==> src/rtl/uctl_defs.vh <==
// Constants for the serial port control-register block
// Overview of operation
// - Receive-done enable bit 7 gates the receive-done flag onto the interrupt request.
// - Transmit-done enable bit 6 gates the transmit-done flag onto the interrupt request.
// - Holding-empty enable bit 5 gates the holding-empty flag onto the interrupt request.
// - Frame-start enable bit 4 gates the receive-start flag onto the interrupt request.
// - Loop-back bit 3 feeds receiver from transmit output, ignoring the receive pin.
// - Auto-baud error enable bit 2 gates the sync-field error flag onto the request.
// - Bit 0 of first control register turns differential transceiver mode on or off.
// - Bit 7 of second control register turns the receiver on or off.
// - Bit 6 of second control register turns the transmitter on or off.
// - Bit 4 of second control register turns start-of-frame detection on or off.
// - Bit 3 of second control register selects open-drain or push-pull transmit drive.
// - Receiver mode bits 2:1 pick normal, double speed, generic or LIN auto-baud.
// - Bit 0 of second control register turns multiprocessor address filtering on or off.
// - Mode bits 7:6 of third register pick asynchronous, synchronous, infrared or host SPI.
// - Host SPI mode swaps the third register to its SPI field layout.
// - Parity bits 5:4 pick none, even or odd; value one is reserved.
// - Stop bit 3 gives one or two transmitted stop bits; receiver ignores it.
// - Character size field gives five to eight bits, or nine low or high first.
`ifndef UCTL_DEFS_VH
`define UCTL_DEFS_VH
// Register indexes; byte address is four times the index
`define UCTL_IDX_STATUS 4'h4
`define UCTL_IDX_CTRL_A 4'h5
`define UCTL_IDX_CTRL_B 4'h6
`define UCTL_IDX_CTRL_C 4'h7
`define UCTL_IDX_PENDING 4'hE
// Reset values
`define UCTL_RST_CTRL_A 8'h00
`define UCTL_RST_CTRL_B 8'h00
`define UCTL_RST_CTRL_C 8'h03
`define UCTL_RST_CTRL_C_SPI 8'h02
// Writable bit masks (reserved bits read zero)
`define UCTL_MASK_CTRL_A 8'hFD
`define UCTL_MASK_CTRL_B 8'hDF
`define UCTL_MASK_CTRL_C 8'hFF
`define UCTL_MASK_CTRL_C_SPI 8'hC6
// First control register fields
`define UCTL_A_RXDONE_IE 7
`define UCTL_A_TXDONE_IE 6
`define UCTL_A_HOLD_IE 5
`define UCTL_A_START_IE 4
`define UCTL_A_LOOPBACK 3
`define UCTL_A_ABERR_IE 2
`define UCTL_A_DIFF 0
// Second control register fields
`define UCTL_B_RX_ON 7
`define UCTL_B_TX_ON 6
`define UCTL_B_SFD_ON 4
`define UCTL_B_OPEN_DRAIN 3
`define UCTL_B_RECEIVER_SPEED_SELECT_HI 2
`define UCTL_B_RECEIVER_SPEED_SELECT_LO 1
`define UCTL_B_MULTIPROCESSOR_ADDRESS_FILTER 0
// Third control register fields
`define UCTL_C_COMMUNICATION_MODE_SELECT_HI 7
`define UCTL_C_COMMUNICATION_MODE_SELECT_LO 6
`define UCTL_C_PAR_HI 5
`define UCTL_C_PAR_LO 4
`define UCTL_C_STOP 3
`define UCTL_C_SIZE_HI 2
`define UCTL_C_SIZE_LO 0
`define UCTL_C_SPI_ORDER 2
`define UCTL_C_SPI_PHASE 1
// Field encodings
`define UCTL_RXM_NORMAL 2'h0
`define UCTL_RXM_DOUBLE 2'h1
`define UCTL_RXM_GENERIC_AUTOBAUD 2'h2
`define UCTL_RXM_LIN_CONSTRAINED_AUTOBAUD 2'h3
`define UCTL_CM_ASYNC 2'h0
`define UCTL_CM_SYNC 2'h1
`define UCTL_CM_INFRARED 2'h2
`define UCTL_CM_SPI 2'h3
`define UCTL_PAR_NONE 2'h0
`define UCTL_PAR_RSVD 2'h1
`define UCTL_PAR_EVEN 2'h2
`define UCTL_PAR_ODD 2'h3
`define UCTL_CS_NINE_LOW 3'h6
`define UCTL_CS_NINE_HIGH 3'h7
`define UCTL_CS_WIDTH_BASE 4'h5
`define UCTL_CS_WIDTH_NINE 4'h9
// Status view bit positions
`define UCTL_S_RXDONE 7
`define UCTL_S_TXDONE 6
`define UCTL_S_HOLD 5
`define UCTL_S_START 4
`define UCTL_S_SYNCERR 3
`define UCTL_NUM_SRC 5
`endif

==> src/rtl/uctl_top.v <==
// Serial port control registers with Avalon-MM slave, interrupt gating and line steering
`timescale 1ns/1ps
`include "uctl_defs.vh"
module uctl_top #(
  parameter ADDR_W = 6
) (
  // Clock and reset
  input wire clk_i,
  input wire reset_i,
  // Avalon-MM slave
  input wire [ADDR_W-1:0] avs_address_i,
  input wire avs_read_i,
  input wire avs_write_i,
  input wire [3:0] avs_byteenable_i,
  input wire [31:0] avs_writedata_i,
  output wire [31:0] avs_readdata_o,
  output wire avs_waitrequest_o,
  // Status flags from the serial core
  input wire receive_done_flag_i,
  input wire transmit_done_flag_i,
  input wire holding_empty_flag_i,
  input wire receive_start_flag_i,
  input wire sync_field_error_flag_i,
  // Line side
  input wire tx_data_i,
  input wire rxd_pin_i,
  output wire txd_pin_o,
  output wire txd_pin_oe_o,
  output wire rx_data_o,
  // Interrupt request
  output wire irq_o,
  // Control decodes toward the serial core
  output wire differential_transceiver_mode_o,
  output wire receiver_on_o,
  output wire transmitter_on_o,
  output wire frame_start_detect_on_o,
  output wire multiprocessor_address_filter_o,
  output wire double_speed_o,
  output wire generic_autobaud_o,
  output wire lin_constrained_autobaud_o,
  output wire async_mode_o,
  output wire sync_mode_o,
  output wire infrared_mode_o,
  output wire host_spi_mode_o,
  output wire parity_on_o,
  output wire parity_odd_o,
  output wire parity_reserved_o,
  output wire two_stop_bits_o,
  output wire [3:0] character_width_o,
  output wire nine_bit_low_first_o,
  output wire nine_bit_high_first_o,
  output wire spi_lsb_first_o,
  output wire spi_sample_trailing_o
);

  // Register storage and bus state
  reg [7:0] ctrl_a_q;
  reg [7:0] ctrl_a_d;
  reg [7:0] ctrl_b_q;
  reg [7:0] ctrl_b_d;
  reg [7:0] ctrl_c_q;
  reg [7:0] ctrl_c_d;
  reg ack_q;
  reg [31:0] rdata_q;
  reg [31:0] rdata_d;
  reg irq_q;
  reg rx_data_q;
  reg txd_pin_q;
  reg txd_oe_q;
  reg [20:0] dec_q;
  reg [20:0] dec_d;
  reg [3:0] width_q;
  reg [3:0] width_d;

  // Address decode; low two bits must be zero for an aligned word
  wire req = avs_read_i | avs_write_i;
  wire aligned = (avs_address_i[1:0] == 2'b00);
  wire [3:0] idx = avs_address_i[5:2];
  wire hit_a = aligned & (idx == `UCTL_IDX_CTRL_A);
  wire hit_b = aligned & (idx == `UCTL_IDX_CTRL_B);
  wire hit_c = aligned & (idx == `UCTL_IDX_CTRL_C);
  wire hit_s = aligned & (idx == `UCTL_IDX_STATUS);
  wire hit_p = aligned & (idx == `UCTL_IDX_PENDING);

  // A write lands only at the edge where waitrequest is seen low
  wire wr_go = avs_write_i & ack_q & avs_byteenable_i[0];
  // Read data is captured in the first cycle and held through the answer cycle
  wire rd_take = avs_read_i & ~ack_q;

  // Every access waits one cycle so read data can come from a flop
  assign avs_waitrequest_o = req & ~ack_q;
  assign avs_readdata_o = rdata_q;

  // Interrupt sources and their enables, in matching order
  wire [`UCTL_NUM_SRC-1:0] src_flag;
  wire [`UCTL_NUM_SRC-1:0] src_en;
  wire [`UCTL_NUM_SRC-1:0] src_pend;
  assign src_flag = {receive_done_flag_i, transmit_done_flag_i, holding_empty_flag_i,
                     receive_start_flag_i, sync_field_error_flag_i};
  assign src_en = {ctrl_a_q[`UCTL_A_RXDONE_IE], ctrl_a_q[`UCTL_A_TXDONE_IE], ctrl_a_q[`UCTL_A_HOLD_IE],
                   ctrl_a_q[`UCTL_A_START_IE], ctrl_a_q[`UCTL_A_ABERR_IE]};

  // One gate per source: a clear enable keeps its flag off the pending view and the interrupt; the status view still shows it
  genvar gi;
  generate
    for (gi = 0; gi < `UCTL_NUM_SRC; gi = gi + 1)
    begin : g_src
      assign src_pend[gi] = src_flag[gi] & src_en[gi];
    end
  endgenerate

  // Status view and pending view, both read-only
  wire [7:0] status_view = {src_flag, 3'b000};
  wire [7:0] pending_view = {src_pend, 3'b000};

  // Host SPI layout keeps only mode, order and phase bits
  wire spi_now = (ctrl_c_q[`UCTL_C_COMMUNICATION_MODE_SELECT_HI:`UCTL_C_COMMUNICATION_MODE_SELECT_LO] == `UCTL_CM_SPI);
  wire spi_next = (avs_writedata_i[`UCTL_C_COMMUNICATION_MODE_SELECT_HI:`UCTL_C_COMMUNICATION_MODE_SELECT_LO] == `UCTL_CM_SPI);
  wire [7:0] ctrl_c_view = spi_now ? (ctrl_c_q & `UCTL_MASK_CTRL_C_SPI) : ctrl_c_q;

  // Next register values from bus writes
  always @*
  begin
    ctrl_a_d = ctrl_a_q;
    ctrl_b_d = ctrl_b_q;
    ctrl_c_d = ctrl_c_q;
    if (wr_go & hit_a)
    begin
      ctrl_a_d = avs_writedata_i[7:0] & `UCTL_MASK_CTRL_A;
    end
    if (wr_go & hit_b)
    begin
      ctrl_b_d = avs_writedata_i[7:0] & `UCTL_MASK_CTRL_B;
    end
    if (wr_go & hit_c)
    begin
      // Fields outside the SPI layout are dropped so a later switch back starts clean
      if (spi_next)
      begin
        ctrl_c_d = avs_writedata_i[7:0] & `UCTL_MASK_CTRL_C_SPI;
      end
      else
      begin
        ctrl_c_d = avs_writedata_i[7:0] & `UCTL_MASK_CTRL_C;
      end
    end
  end

  // Read data mux; unmapped or misaligned words read as zero
  always @*
  begin
    rdata_d = 32'h0000_0000;
    if (hit_a)
    begin
      rdata_d[7:0] = ctrl_a_q;
    end
    else if (hit_b)
    begin
      rdata_d[7:0] = ctrl_b_q;
    end
    else if (hit_c)
    begin
      rdata_d[7:0] = ctrl_c_view;
    end
    else if (hit_s)
    begin
      rdata_d[7:0] = status_view;
    end
    else if (hit_p)
    begin
      rdata_d[7:0] = pending_view;
    end
  end

  // Mode decodes registered so the core sees glitch-free levels
  always @*
  begin
    dec_d = 21'h0_0000;
    dec_d[0] = ctrl_a_q[`UCTL_A_DIFF];
    dec_d[1] = ctrl_b_q[`UCTL_B_RX_ON];
    dec_d[2] = ctrl_b_q[`UCTL_B_TX_ON];
    dec_d[3] = ctrl_b_q[`UCTL_B_SFD_ON];
    dec_d[4] = ctrl_b_q[`UCTL_B_MULTIPROCESSOR_ADDRESS_FILTER];
    // Receiver speed taken as written; software keeps it normal in async and infrared
    dec_d[5] = (ctrl_b_q[`UCTL_B_RECEIVER_SPEED_SELECT_HI:`UCTL_B_RECEIVER_SPEED_SELECT_LO] == `UCTL_RXM_DOUBLE);
    dec_d[6] = (ctrl_b_q[`UCTL_B_RECEIVER_SPEED_SELECT_HI:`UCTL_B_RECEIVER_SPEED_SELECT_LO] == `UCTL_RXM_GENERIC_AUTOBAUD);
    dec_d[7] = (ctrl_b_q[`UCTL_B_RECEIVER_SPEED_SELECT_HI:`UCTL_B_RECEIVER_SPEED_SELECT_LO] == `UCTL_RXM_LIN_CONSTRAINED_AUTOBAUD);
    dec_d[8] = (ctrl_c_q[`UCTL_C_COMMUNICATION_MODE_SELECT_HI:`UCTL_C_COMMUNICATION_MODE_SELECT_LO] == `UCTL_CM_ASYNC);
    dec_d[9] = (ctrl_c_q[`UCTL_C_COMMUNICATION_MODE_SELECT_HI:`UCTL_C_COMMUNICATION_MODE_SELECT_LO] == `UCTL_CM_SYNC);
    dec_d[10] = (ctrl_c_q[`UCTL_C_COMMUNICATION_MODE_SELECT_HI:`UCTL_C_COMMUNICATION_MODE_SELECT_LO] == `UCTL_CM_INFRARED);
    dec_d[11] = spi_now;
    if (!spi_now)
    begin
      // Frame-format fields only mean something outside host SPI
      dec_d[12] = (ctrl_c_q[`UCTL_C_PAR_HI:`UCTL_C_PAR_LO] == `UCTL_PAR_EVEN) |
                  (ctrl_c_q[`UCTL_C_PAR_HI:`UCTL_C_PAR_LO] == `UCTL_PAR_ODD);
      dec_d[13] = (ctrl_c_q[`UCTL_C_PAR_HI:`UCTL_C_PAR_LO] == `UCTL_PAR_ODD);
      dec_d[14] = (ctrl_c_q[`UCTL_C_PAR_HI:`UCTL_C_PAR_LO] == `UCTL_PAR_RSVD);
      dec_d[15] = ctrl_c_q[`UCTL_C_STOP];
      dec_d[16] = (ctrl_c_q[`UCTL_C_SIZE_HI:`UCTL_C_SIZE_LO] == `UCTL_CS_NINE_LOW);
      dec_d[17] = (ctrl_c_q[`UCTL_C_SIZE_HI:`UCTL_C_SIZE_LO] == `UCTL_CS_NINE_HIGH);
    end
    else
    begin
      // Set order bit means the least significant bit leaves first
      dec_d[18] = ctrl_c_q[`UCTL_C_SPI_ORDER];
      dec_d[19] = ctrl_c_q[`UCTL_C_SPI_PHASE];
    end
    // Spare decode bit kept low
    dec_d[20] = 1'b0;
  end

  // Character width in data bits; reserved codes and SPI give zero
  always @*
  begin
    width_d = 4'h0;
    if (!spi_now)
    begin
      if (ctrl_c_q[2] == 1'b0)
      begin
        width_d = `UCTL_CS_WIDTH_BASE + {2'b00, ctrl_c_q[1:0]};
      end
      else if (ctrl_c_q[1] == 1'b1)
      begin
        width_d = `UCTL_CS_WIDTH_NINE;
      end
    end
  end

  // Register file and decode flops
  always @(posedge clk_i)
  begin
    if (reset_i)
    begin
      ctrl_a_q <= `UCTL_RST_CTRL_A;
      ctrl_b_q <= `UCTL_RST_CTRL_B;
      ctrl_c_q <= `UCTL_RST_CTRL_C;
      dec_q <= 21'h0_0000;
      width_q <= 4'h0;
    end
    else
    begin
      ctrl_a_q <= ctrl_a_d;
      ctrl_b_q <= ctrl_b_d;
      ctrl_c_q <= ctrl_c_d;
      // Decodes lag the register by one edge; the core sees only settled levels
      dec_q <= dec_d;
      width_q <= width_d;
    end
  end

  // Bus handshake: one wait cycle per access, so back-to-back requests cost two cycles each
  always @(posedge clk_i)
  begin
    if (reset_i)
    begin
      ack_q <= 1'b0;
      rdata_q <= 32'h0000_0000;
    end
    else
    begin
      // Ack toggles high for the second cycle of each request, then drops
      ack_q <= req & ~ack_q;
      if (rd_take)
      begin
        rdata_q <= rdata_d;
      end
    end
  end

  // Interrupt request flop, held while any enabled flag stands
  always @(posedge clk_i)
  begin
    if (reset_i)
    begin
      irq_q <= 1'b0;
    end
    else
    begin
      irq_q <= |src_pend;
    end
  end

  // Receiver input steering; idles high like a quiet line so no false start follows reset
  always @(posedge clk_i)
  begin
    if (reset_i)
    begin
      rx_data_q <= 1'b1;
    end
    else
    begin
      // Receive pin is cut off completely while looped back
      rx_data_q <= ctrl_a_q[`UCTL_A_LOOPBACK] ? tx_data_i : rxd_pin_i;
    end
  end

  // Transmit pin drive style
  always @(posedge clk_i)
  begin
    if (reset_i)
    begin
      txd_pin_q <= 1'b1;
      txd_oe_q <= 1'b0;
    end
    else
    begin
      if (ctrl_b_q[`UCTL_B_OPEN_DRAIN])
      begin
        // Open drain only pulls low; a pull-up must supply the high level
        txd_pin_q <= 1'b0;
        txd_oe_q <= ctrl_b_q[`UCTL_B_TX_ON] & ~tx_data_i;
      end
      else
      begin
        txd_pin_q <= tx_data_i;
        txd_oe_q <= ctrl_b_q[`UCTL_B_TX_ON];
      end
    end
  end

  // Interrupt and line outputs, all straight from flops
  assign irq_o = irq_q;
  assign rx_data_o = rx_data_q;
  assign txd_pin_o = txd_pin_q;
  assign txd_pin_oe_o = txd_oe_q;

  // Control decodes toward the serial core
  assign differential_transceiver_mode_o = dec_q[0];
  assign receiver_on_o = dec_q[1];
  assign transmitter_on_o = dec_q[2];
  assign frame_start_detect_on_o = dec_q[3];
  assign multiprocessor_address_filter_o = dec_q[4];
  assign double_speed_o = dec_q[5];
  assign generic_autobaud_o = dec_q[6];
  assign lin_constrained_autobaud_o = dec_q[7];
  assign async_mode_o = dec_q[8];
  assign sync_mode_o = dec_q[9];
  assign infrared_mode_o = dec_q[10];
  assign host_spi_mode_o = dec_q[11];

  // Frame format and host SPI layout decodes
  assign parity_on_o = dec_q[12];
  assign parity_odd_o = dec_q[13];
  assign parity_reserved_o = dec_q[14];
  assign two_stop_bits_o = dec_q[15];
  assign nine_bit_low_first_o = dec_q[16];
  assign nine_bit_high_first_o = dec_q[17];
  assign spi_lsb_first_o = dec_q[18];
  assign spi_sample_trailing_o = dec_q[19];
  assign character_width_o = width_q;

endmodule // uctl_top

==> config.mk <==
export PLATFORM = sky130hd
export DESIGN_NAME = uctl_top
export DESIGN_NICKNAME = d
export VERILOG_FILES = /design/src/rtl/uctl_top.v
export VERILOG_INCLUDE_DIRS = /design/src /design/src/rtl
export SDC_FILE = /design/constraint.sdc
export NUM_CORES = 1
export LEC_CHECK = 0
export ABC_AREA = 1
export BUFFER_PORTS_ARGS = -buffer_cell sky130_fd_sc_hd__buf_2
export CAP_MARGIN = 10
export CORE_MARGIN = 4
export CORE_UTILIZATION = 42
export CTS_BUF_LIST = sky130_fd_sc_hd__clkbuf_4 sky130_fd_sc_hd__clkbuf_8 sky130_fd_sc_hd__clkbuf_16
export DETAILED_ROUTE_END_ITERATION = 8
export HOLD_SLACK_MARGIN = 0.08
export MAX_ROUTING_LAYER = met4
export PLACE_DENSITY = 0.76
export SYNTH_ARGS = -nofsm -noshare
export SYNTH_HDL_FRONTEND = slang
export SYNTH_SLANG_ARGS = --single-unit
==> constraint.sdc <==
create_clock -name clk_i -period 1.1 [get_ports clk_i]
set_input_delay 0.22 -clock clk_i [delete_from_list [all_inputs] [get_ports clk_i]]
set_output_delay 0.22 -clock clk_i [all_outputs]
set_load 0.02 [all_outputs]
* Word-level counts from Yosys, hierarchy flattened
Index checks and enable logic that the tools add are counted.
** Word-level totals
- Bits in registers :: 59
- Output and inout bits :: 61
** Operators by class
- Add/sub/neg operators :: 1
- Equality and inequality tests :: 17
- Muxes and demuxes :: 12
- Bitwise gates (word level) :: 23
- Reductions and logical operators :: 5
** Operators by type and width (count)
- $mux W8 :: 5
- $and A1 B1 Y1 :: 18
- $eq A4 B3 Y1 const B :: 4
- $eq A2 B2 Y1 const B :: 7
- $mux W6 :: 2
- $mux W4 :: 2
- $eq A2 B1 Y1 const B :: 3
- $eq A3 B3 Y1 const B :: 2
- $reduce_or A5 Y1 :: 1
- $add A3 B2 Y4 const A :: 1
- $eq A4 B4 Y1 const B :: 1
- $logic_not A2 Y1 :: 2
- $reduce_or A2 Y1 :: 2
- $mux W1 :: 3
- $not A1 Y1 :: 3
- $or A1 B1 Y1 :: 2

* Logic depth before layout (Yosys ltp)
Gate-level depths: netlist (run 1).
- Word-level depth :: 7
- Depth in mapped cells :: 9

* Least setup slack after synthesis (run 1)
Ideal clock, no wire load.
- Path kind :: flip-flop to flip-flop
- From :: reg ack_q
- To :: reg ack_q
- Library setup time :: 0.116 ns
- Data arrival time :: 1.085 ns
- Data required time :: 0.984 ns
- Slack :: -0.101 ns
- Stages on the path, launching flop included :: 6
- Clock period less this slack :: 1.201 ns
- Cells stage by stage :: dfxtp_1 inv_1 nand2_1 buf_2 o21ai_0 and2_1
** Between the ends
- Longest elaborated chain between the ends :: 2
** Ends and longest elaborated chain
- from (decl) :: RTL line uctl_top.v:63 : reg ack_q;
- from (signal assigned) :: RTL line uctl_top.v:263 : ack_q <= req & ~ack_q;
- $not A1 Y1
- $and A1 B1 Y1
- named net avs_waitrequest_o :: RTL line uctl_top.v:17 : output wire avs_waitrequest_o,
The timed path passes the listed nets, and every way through them passes these cells.
A chain may end at the register's enable or synchronous reset.

* Worst setup path in the final report (run 1)
- From :: reg ack_q
- To :: out avs_waitrequest_o
** Between the ends
- Longest elaborated chain between the ends :: 2
** Ends and longest elaborated chain
- $not A1 Y1 :: RTL line uctl_top.v:91 : assign avs_waitrequest_o = req & ~ack_q;
- $and A1 B1 Y1 :: RTL line uctl_top.v:91
- to (decl) :: RTL line uctl_top.v:17
No other way between the ends.

==> results.md, run 1 <==
* Status: finished with violations
* Failing checks: setup timing
* Initial Utilization at 0.442
* Initial DRC Count at 181
* Port Buf Inserts at 62
* Final worst slack at -0.212 ns
* Largest family of logic cells by synthesized area: simple AND/OR/NAND/NOR gates
* CP required at 0.88 ns
* Die height at 85.0 microns
* Worst VDD drop at 798 uV
* Cells after DPL at 473
* WL final at 7150 microns
* RSZ-0062 raised after global routing: yes
* Vias at 2,411
* Max-cap violation count at 0
* Final Util at 0.638
* CTS tree: built
* Most frequent CP cell: buf_6
* I/O pins at 114
* Routed Antenna Nets at 0
* Non-Filler Instances at 502
* Seq cells post-synth at 59
* Worst-path clk slew at 0.06 ns
* Clock tree buffer depth at 2
* Die area at 7230 sq um
* Pre-CTS WS at -0.328 ns
* Worst EP arrival at 1.09 ns
* # rows at 27
* Area grow syn2layout at 44.4%
* Setup-failing EPs final at 27
* Clk root buf: clkbuf_8
* Gr usage total at 0.199
* Routability cong. at 0.953
* 1st-pass router iterations at 4
* Core Box Area at 5640 sq um
* Min-delay worst type: in -> reg
* TNS Setup at -3.57 ns
* Avg Inst Size Synth at 7.84 sq um
* Final net count at 480
* DP Area at 3000 sq um
* GR Overflow Total at 0
* Largest net degree at the start of global routing at 27
* Sink Count at 59
* Vias per cell at 4.80
* Unique masters post-synth at 31
* DR DRC count at 0
* Share of cells above drive strength 1 at 0.426
* Clock latency on the worst-skew pair at 0.34 ns
* Mapped Area at 2490 sq um
* Fmax at 762 MHz
* H-tree depth at 3
* Die X at 85.0 microns
* CTS buffer count at 9
* Seq/Total Area, Yosys at 0.474
* Non-Filler Cell Area, Final at 3600 sq um
* Global-route wire length before repair at 11,100 microns
* Mux cell area share after synthesis at 0
* Worst path slowest cell: dfxtp_2
* Syn Inst Count at 318
* Final hold viol count at 0
* Main flop type after synthesis: dfxtp_1
* Initial antenna violation count at 0
* Placed wire-length estimate at 5080 microns
* CP Max Fanout at 3
* Tmin final at 1.31 ns
* Fraction of the mapped netlist area in adder cells at 0.0100
* Xor and xnor area share after synthesis at 0
* Delay of the slowest critical-path stage at 0.35 ns
* CP Launch Type: register
* Worst-path cell chain: inv_2 -> nand2_2 -> buf_6 -> o21ai_4 -> buf_6
* Worst Skew at 0.00824 ns
* Ratio of final minimum period to clock period at 1.19
* Pwr Density at 1330 nW/um^2
* Vias in the first global route at 2,356
* # diodes at 0
* Slew Limit Fails at 0
* FFs w/ async S/R, synth at 0
* CP Class: reg -> out
* Yosys warns at 0
* DR WL/cell at 14.2 microns
* Area fraction in compound gates after synthesis at 0.145
* Pleak at 0.00174 uW
* Simple-Gate Fraction of Synth Area at 0.224
* EDFF count, synth at 0
* CP Capture Type: primary output
-- final timing paths --
| check | endpoint | cells past startpoint | start | slack, ns |
|---|---|---|---|---|
| max reg2reg | ctrl_c_q[2] | 8 | ack_q | -0.18 |
| min reg2reg | dec_q[6] | 1 | ctrl_b_q[1] | 0.43 |
| min | txd_pin_oe_o | 2 | tx_data_i | 0.08 |
| max | avs_waitrequest_o | 5 | ack_q | -0.21 |
-- layer usage --
layer | vias up | GRT usage | part of all wire
met5 | - | - | 0
met4 | 0 | 0.0906 | 0.012
met3 | 7 | 0.0369 | 0.077
met2 | 105 | 0.337 | 0.51
met1 | 1096 | 0.228 | 0.40
li1 | 1203 | - | -
-- per-stage QoR --
| step | power, uW | hold WS, ns |
|---|---|---|
| 6_report | 4770 | 0.0827 |
| 5_1_grt | 4920 | 0.0940 |
| 3_3_place_gp | 2630 | 0.409 |
| 2_1_floorplan | 2520 | 0.299 |
| 4_1_cts | 4720 | 0.0867 |
| 3_5_place_dp | 2630 | 0.421 |
-- logic make-up (layout without fill, tap and decap cells) --
kind of cell             count (synthesis)  count (layout)
other                                    1              24
AO/OA/AOI/OAI                           64              64
AND/OR/NAND/NOR                        120             120
adder cells (fa/ha/maj)                  2               2
flip-flops                              59              59
buffers and inverters                   72             161
-- synthesized netlist by cell type, types with 5 or more instances --
cell      count  area, sq um
a21oi_1      22          110
o21bai_1      6         45.0
dfxtp_1      59         1180
buf_4        24          180
nor2_1       33          124
inv_2         5         18.8
nand2_1      45          169
nand3_1      14         70.1
inv_1        36          135
o21ai_0      17         85.1
o21ai_1       8         40.0
nor3_1       14         70.1
-- worst max-delay path: cells and delay by family, from the launching register on --
kind / cells / cell delay, ns
and+or+nand+nor: 1 / 0.08
buffers and inverters: 3 / 0.28
AOI/OAI and AO/OA: 1 / 0.05
DFF: 1 / 0.35
-- power breakdown --
part	leakage [uW]	internal [uW]	switching, uW	total (uW)
clock network	0.000108	1220	841	2060
logic	0.00115	201	331	533
registers	0.000480	2160	14.0	2180
total	0.00174	3590	1190	4770
-- layout make-up --
type | count | area, sq um
clock inverter | 4 | 47.5
tap | 72 | 90.1
fill | 474 | 2040
timing repair buffer | 104 | 713
sequential | 59 | 1190
clock buffer | 12 | 165
multi-input combinational | 210 | 1230
inverter | 41 | 169
-- flip-flops by register name, indices dropped and copies added, names as in the netlist, 4 cells and up --
name	cells
ctrl_a_q	7
ctrl_b_q	7
avs_readdata_o	8
ctrl_c_q	8
character_width_o	4
dec_q	20
-- cell usage in the layout (no fill, tap or decap), types with 2 or more instances in the layout --
| cell type | n |
|---|---|
| buf_2 | 58 |
| dfxtp_1 | 54 |
| nand2_1 | 39 |
| inv_1 | 32 |
| buf_4 | 30 |
| nor2_1 | 26 |
| conb_1 | 24 |
| a21oi_1 | 17 |
| o21ai_2 | 16 |
| buf_6 | 14 |
| nand3_1 | 13 |
| clkbuf_8 | 12 |
| nor3_1 | 10 |
| nor2_4 | 7 |
| o21bai_1 | 6 |
| nor2_2 | 5 |
| o21ai_0 | 5 |
| a21oi_2 | 5 |
| dfxtp_2 | 5 |
| inv_2 | 4 |
| nand2_2 | 4 |
| nor3_2 | 4 |
| nand4_1 | 4 |
| inv_4 | 4 |
| o21ai_1 | 3 |
| o22ai_1 | 3 |
| o211ai_1 | 3 |
| nand2_4 | 2 |
| nand3_2 | 2 |
| ha_1 | 2 |
| clkinv_2 | 2 |
| buf_12 | 2 |
-- repair_timing --
action / in CTS / in global routing
endpoints found under the setup margin: 29 / 34
hold buffers: 0 / 0
resized for setup: 51 / 41
pin swaps: 8 / 22
setup buffers: 6 / 7
No activity file was read; power rests on OpenSTA's default activity.
==> run 2, diff against run 1 <==
--- a/config.mk
+++ b/config.mk
@@ -9,13 +9,14 @@
 export ABC_AREA = 1
 export BUFFER_PORTS_ARGS = -buffer_cell sky130_fd_sc_hd__buf_2
 export CAP_MARGIN = 10
-export CORE_MARGIN = 4
+export CORE_MARGIN = 3
 export CORE_UTILIZATION = 42
 export CTS_BUF_LIST = sky130_fd_sc_hd__clkbuf_4 sky130_fd_sc_hd__clkbuf_8 sky130_fd_sc_hd__clkbuf_16
 export DETAILED_ROUTE_END_ITERATION = 8
 export HOLD_SLACK_MARGIN = 0.08
 export MAX_ROUTING_LAYER = met4
 export PLACE_DENSITY = 0.76
+export SKIP_CTS_REPAIR_TIMING = 1
 export SYNTH_ARGS = -nofsm -noshare
 export SYNTH_HDL_FRONTEND = slang
 export SYNTH_SLANG_ARGS = --single-unit
==> run 2 against run 1 <==
  * The flow still finishes with violations (setup timing)
  * Largest power group is now clock
  * Core utilization fell by 2.8 points
  * Sequential cell count unchanged
  * Combinational power down 9.0%
  * Highest routed layer unchanged
  * Register-to-register slack better by 0.04 ns
  * First-iteration DRC count is 27% lower
==> results.md, run 2 (synthesis results as in run 1) <==
* Die area at 6890 sq um
* Multi-input gate area at 1140 sq um
* Overall Power at 4910 uW
* Status: finished with violations
* Clock tree buffer depth at 2
* Area grow syn2layout at 37.3%
* Ratio of final minimum period to clock period at 1.19
* CP Class: reg -> out
* Initial DRC Count at 132
* Slew Limit Fails at 0
* Global-route wire length before repair at 10,100 microns
* CP Max Fanout at 4
* DR DRC count at 0
* M3 GR Usage at 0.0248
* Max-cap violation count at 0
* # diodes at 0
* Cells after DPL at 473
* # rows at 27
* Busiest grt layer: met2
* Port Buf Inserts at 62
* Tmin final at 1.31 ns
* Fillcell total at 498
* Pwr Density at 1430 nW/um^2
* Vias at 2,320
* Placed wire-length estimate at 4900 microns
* RSZ-0062 raised after global routing: yes
* DR WL/cell at 13.2 microns
* Share of cells above drive strength 1 at 0.355
* Worst VDD drop at 800 uV
* Pleak at 0.00166 uW
* 1st-pass router iterations at 4
* DP Area at 2990 sq um
* CP required at 0.88 ns
* Worst EP arrival at 1.09 ns
* Worst-path clk slew at 0.06 ns
* Die height at 83.0 microns
* GR Util met2 at 0.299
* Largest net degree at the start of global routing at 19
* Most common cell after layout, fill and taps aside: buf_2
* WL final at 6470 microns
* Hold Crit Depth at 2
* CTS tree: built
* Max reg flops at 20
* I/O pins at 114
* Sink Count at 59
* Final hold viol count at 0
* Non-Filler Instances at 492
* CTS buffer count at 9
* GR Overflow Total at 0
* Initial Utilization at 0.444
* Routability cong. at 0.901
* Most frequent cells in the layout: 60 x buf_2, 58 x dfxtp_1, 42 x nand2_1
* Storage cell area at 1180 sq um
* Clock latency on the worst-skew pair at 0.34 ns
* Failing checks: setup timing
* Worst r2r path cells at 7
* GR Util met1 at 0.232
* Routed Antenna Nets at 0
* Die X at 83.0 microns
* Worst Skew at 0.0122 ns
* Non-Filler Cell Area, Final at 3420 sq um
* Biggest register: dec_q
* Core Box Area at 5610 sq um
* Clk root buf: clkbuf_8
* Initial antenna violation count at 0
* Final net count at 470
* Final worst slack at -0.206 ns
* Min-delay worst type: in -> reg
* Gr usage total at 0.187
* H-tree depth at 3
* CP Capture Type: primary output
* Fmax at 766 MHz
* Setup-failing EPs final at 29
* Vias per cell at 4.72
* CP Launch Type: register
* Vias in the first global route at 2,205
-- run 2: cell types whose count changed in the layout (fill, tap and decap cells not counted), sizes merged --
| cell | delta |
|---|---|
| clkinv | -2 |
| clkinvlp | +1 |
| bufinv | +1 |
| inv | +1 |
| clkbuf | -1 |
| buf | -10 |
-- run 2: stage by stage --
step / worst slack (ns) / TNS, ns / hold slack [ns] / util
floorplan: -0.00505 / -0.0189 / 0.299 / -
global route: -0.263 / -3.98 / 0.0918 / 0.610
CTS: -0.314 / -4.74 / 0.0810 / 0.575
detailed placement: -0.279 / -5.15 / 0.413 / 0.533
finish: -0.206 / -2.10 / 0.0880 / 0.610
global placement: -0.237 / -4.91 / 0.409 / 0.533
-- run 2: metal layers --
metal	up-vias	routed length [microns]
met5	-	0
met4	0	153
met3	13	447
met2	94	3150
met1	1036	2720
li1	1177	-
-- run 2: final cells by class --
| class | count | share of cell area |
|---|---|---|
| clock inverters | 5 | 0.0245 |
| repair buffers | 94 | 0.175 |
| flip-flops and latches | 59 | 0.345 |
| multi-input cells | 210 | 0.334 |
| inverters | 41 | 0.0501 |
| well taps | 72 | 0.0263 |
| clock buffers | 11 | 0.0442 |
-- run 2: critical path, stage by stage, from the launching register on --
cell	delay [ns]
dfxtp_2	0.32
buf_6	0.12
inv_4	0.05
nand2_4	0.06
o21ai_4	0.06
buf_6	0.13
-- run 2: worst paths after layout --
path | start | endpoint | slack [ns]
worst min-delay path | tx_data_i | txd_pin_oe_o | 0.09
worst max-delay path | ack_q | avs_waitrequest_o | -0.21
worst max register to register | ack_q | ctrl_a_q[0] | -0.14
worst min register to register | ctrl_b_q[1] | dec_q[6] | 0.42
-- run 2: where the power goes --
group | internal [uW] | switching [uW]
combinational | 177 | 308
sequential | 2160 | 12.0
clock | 1410 | 848
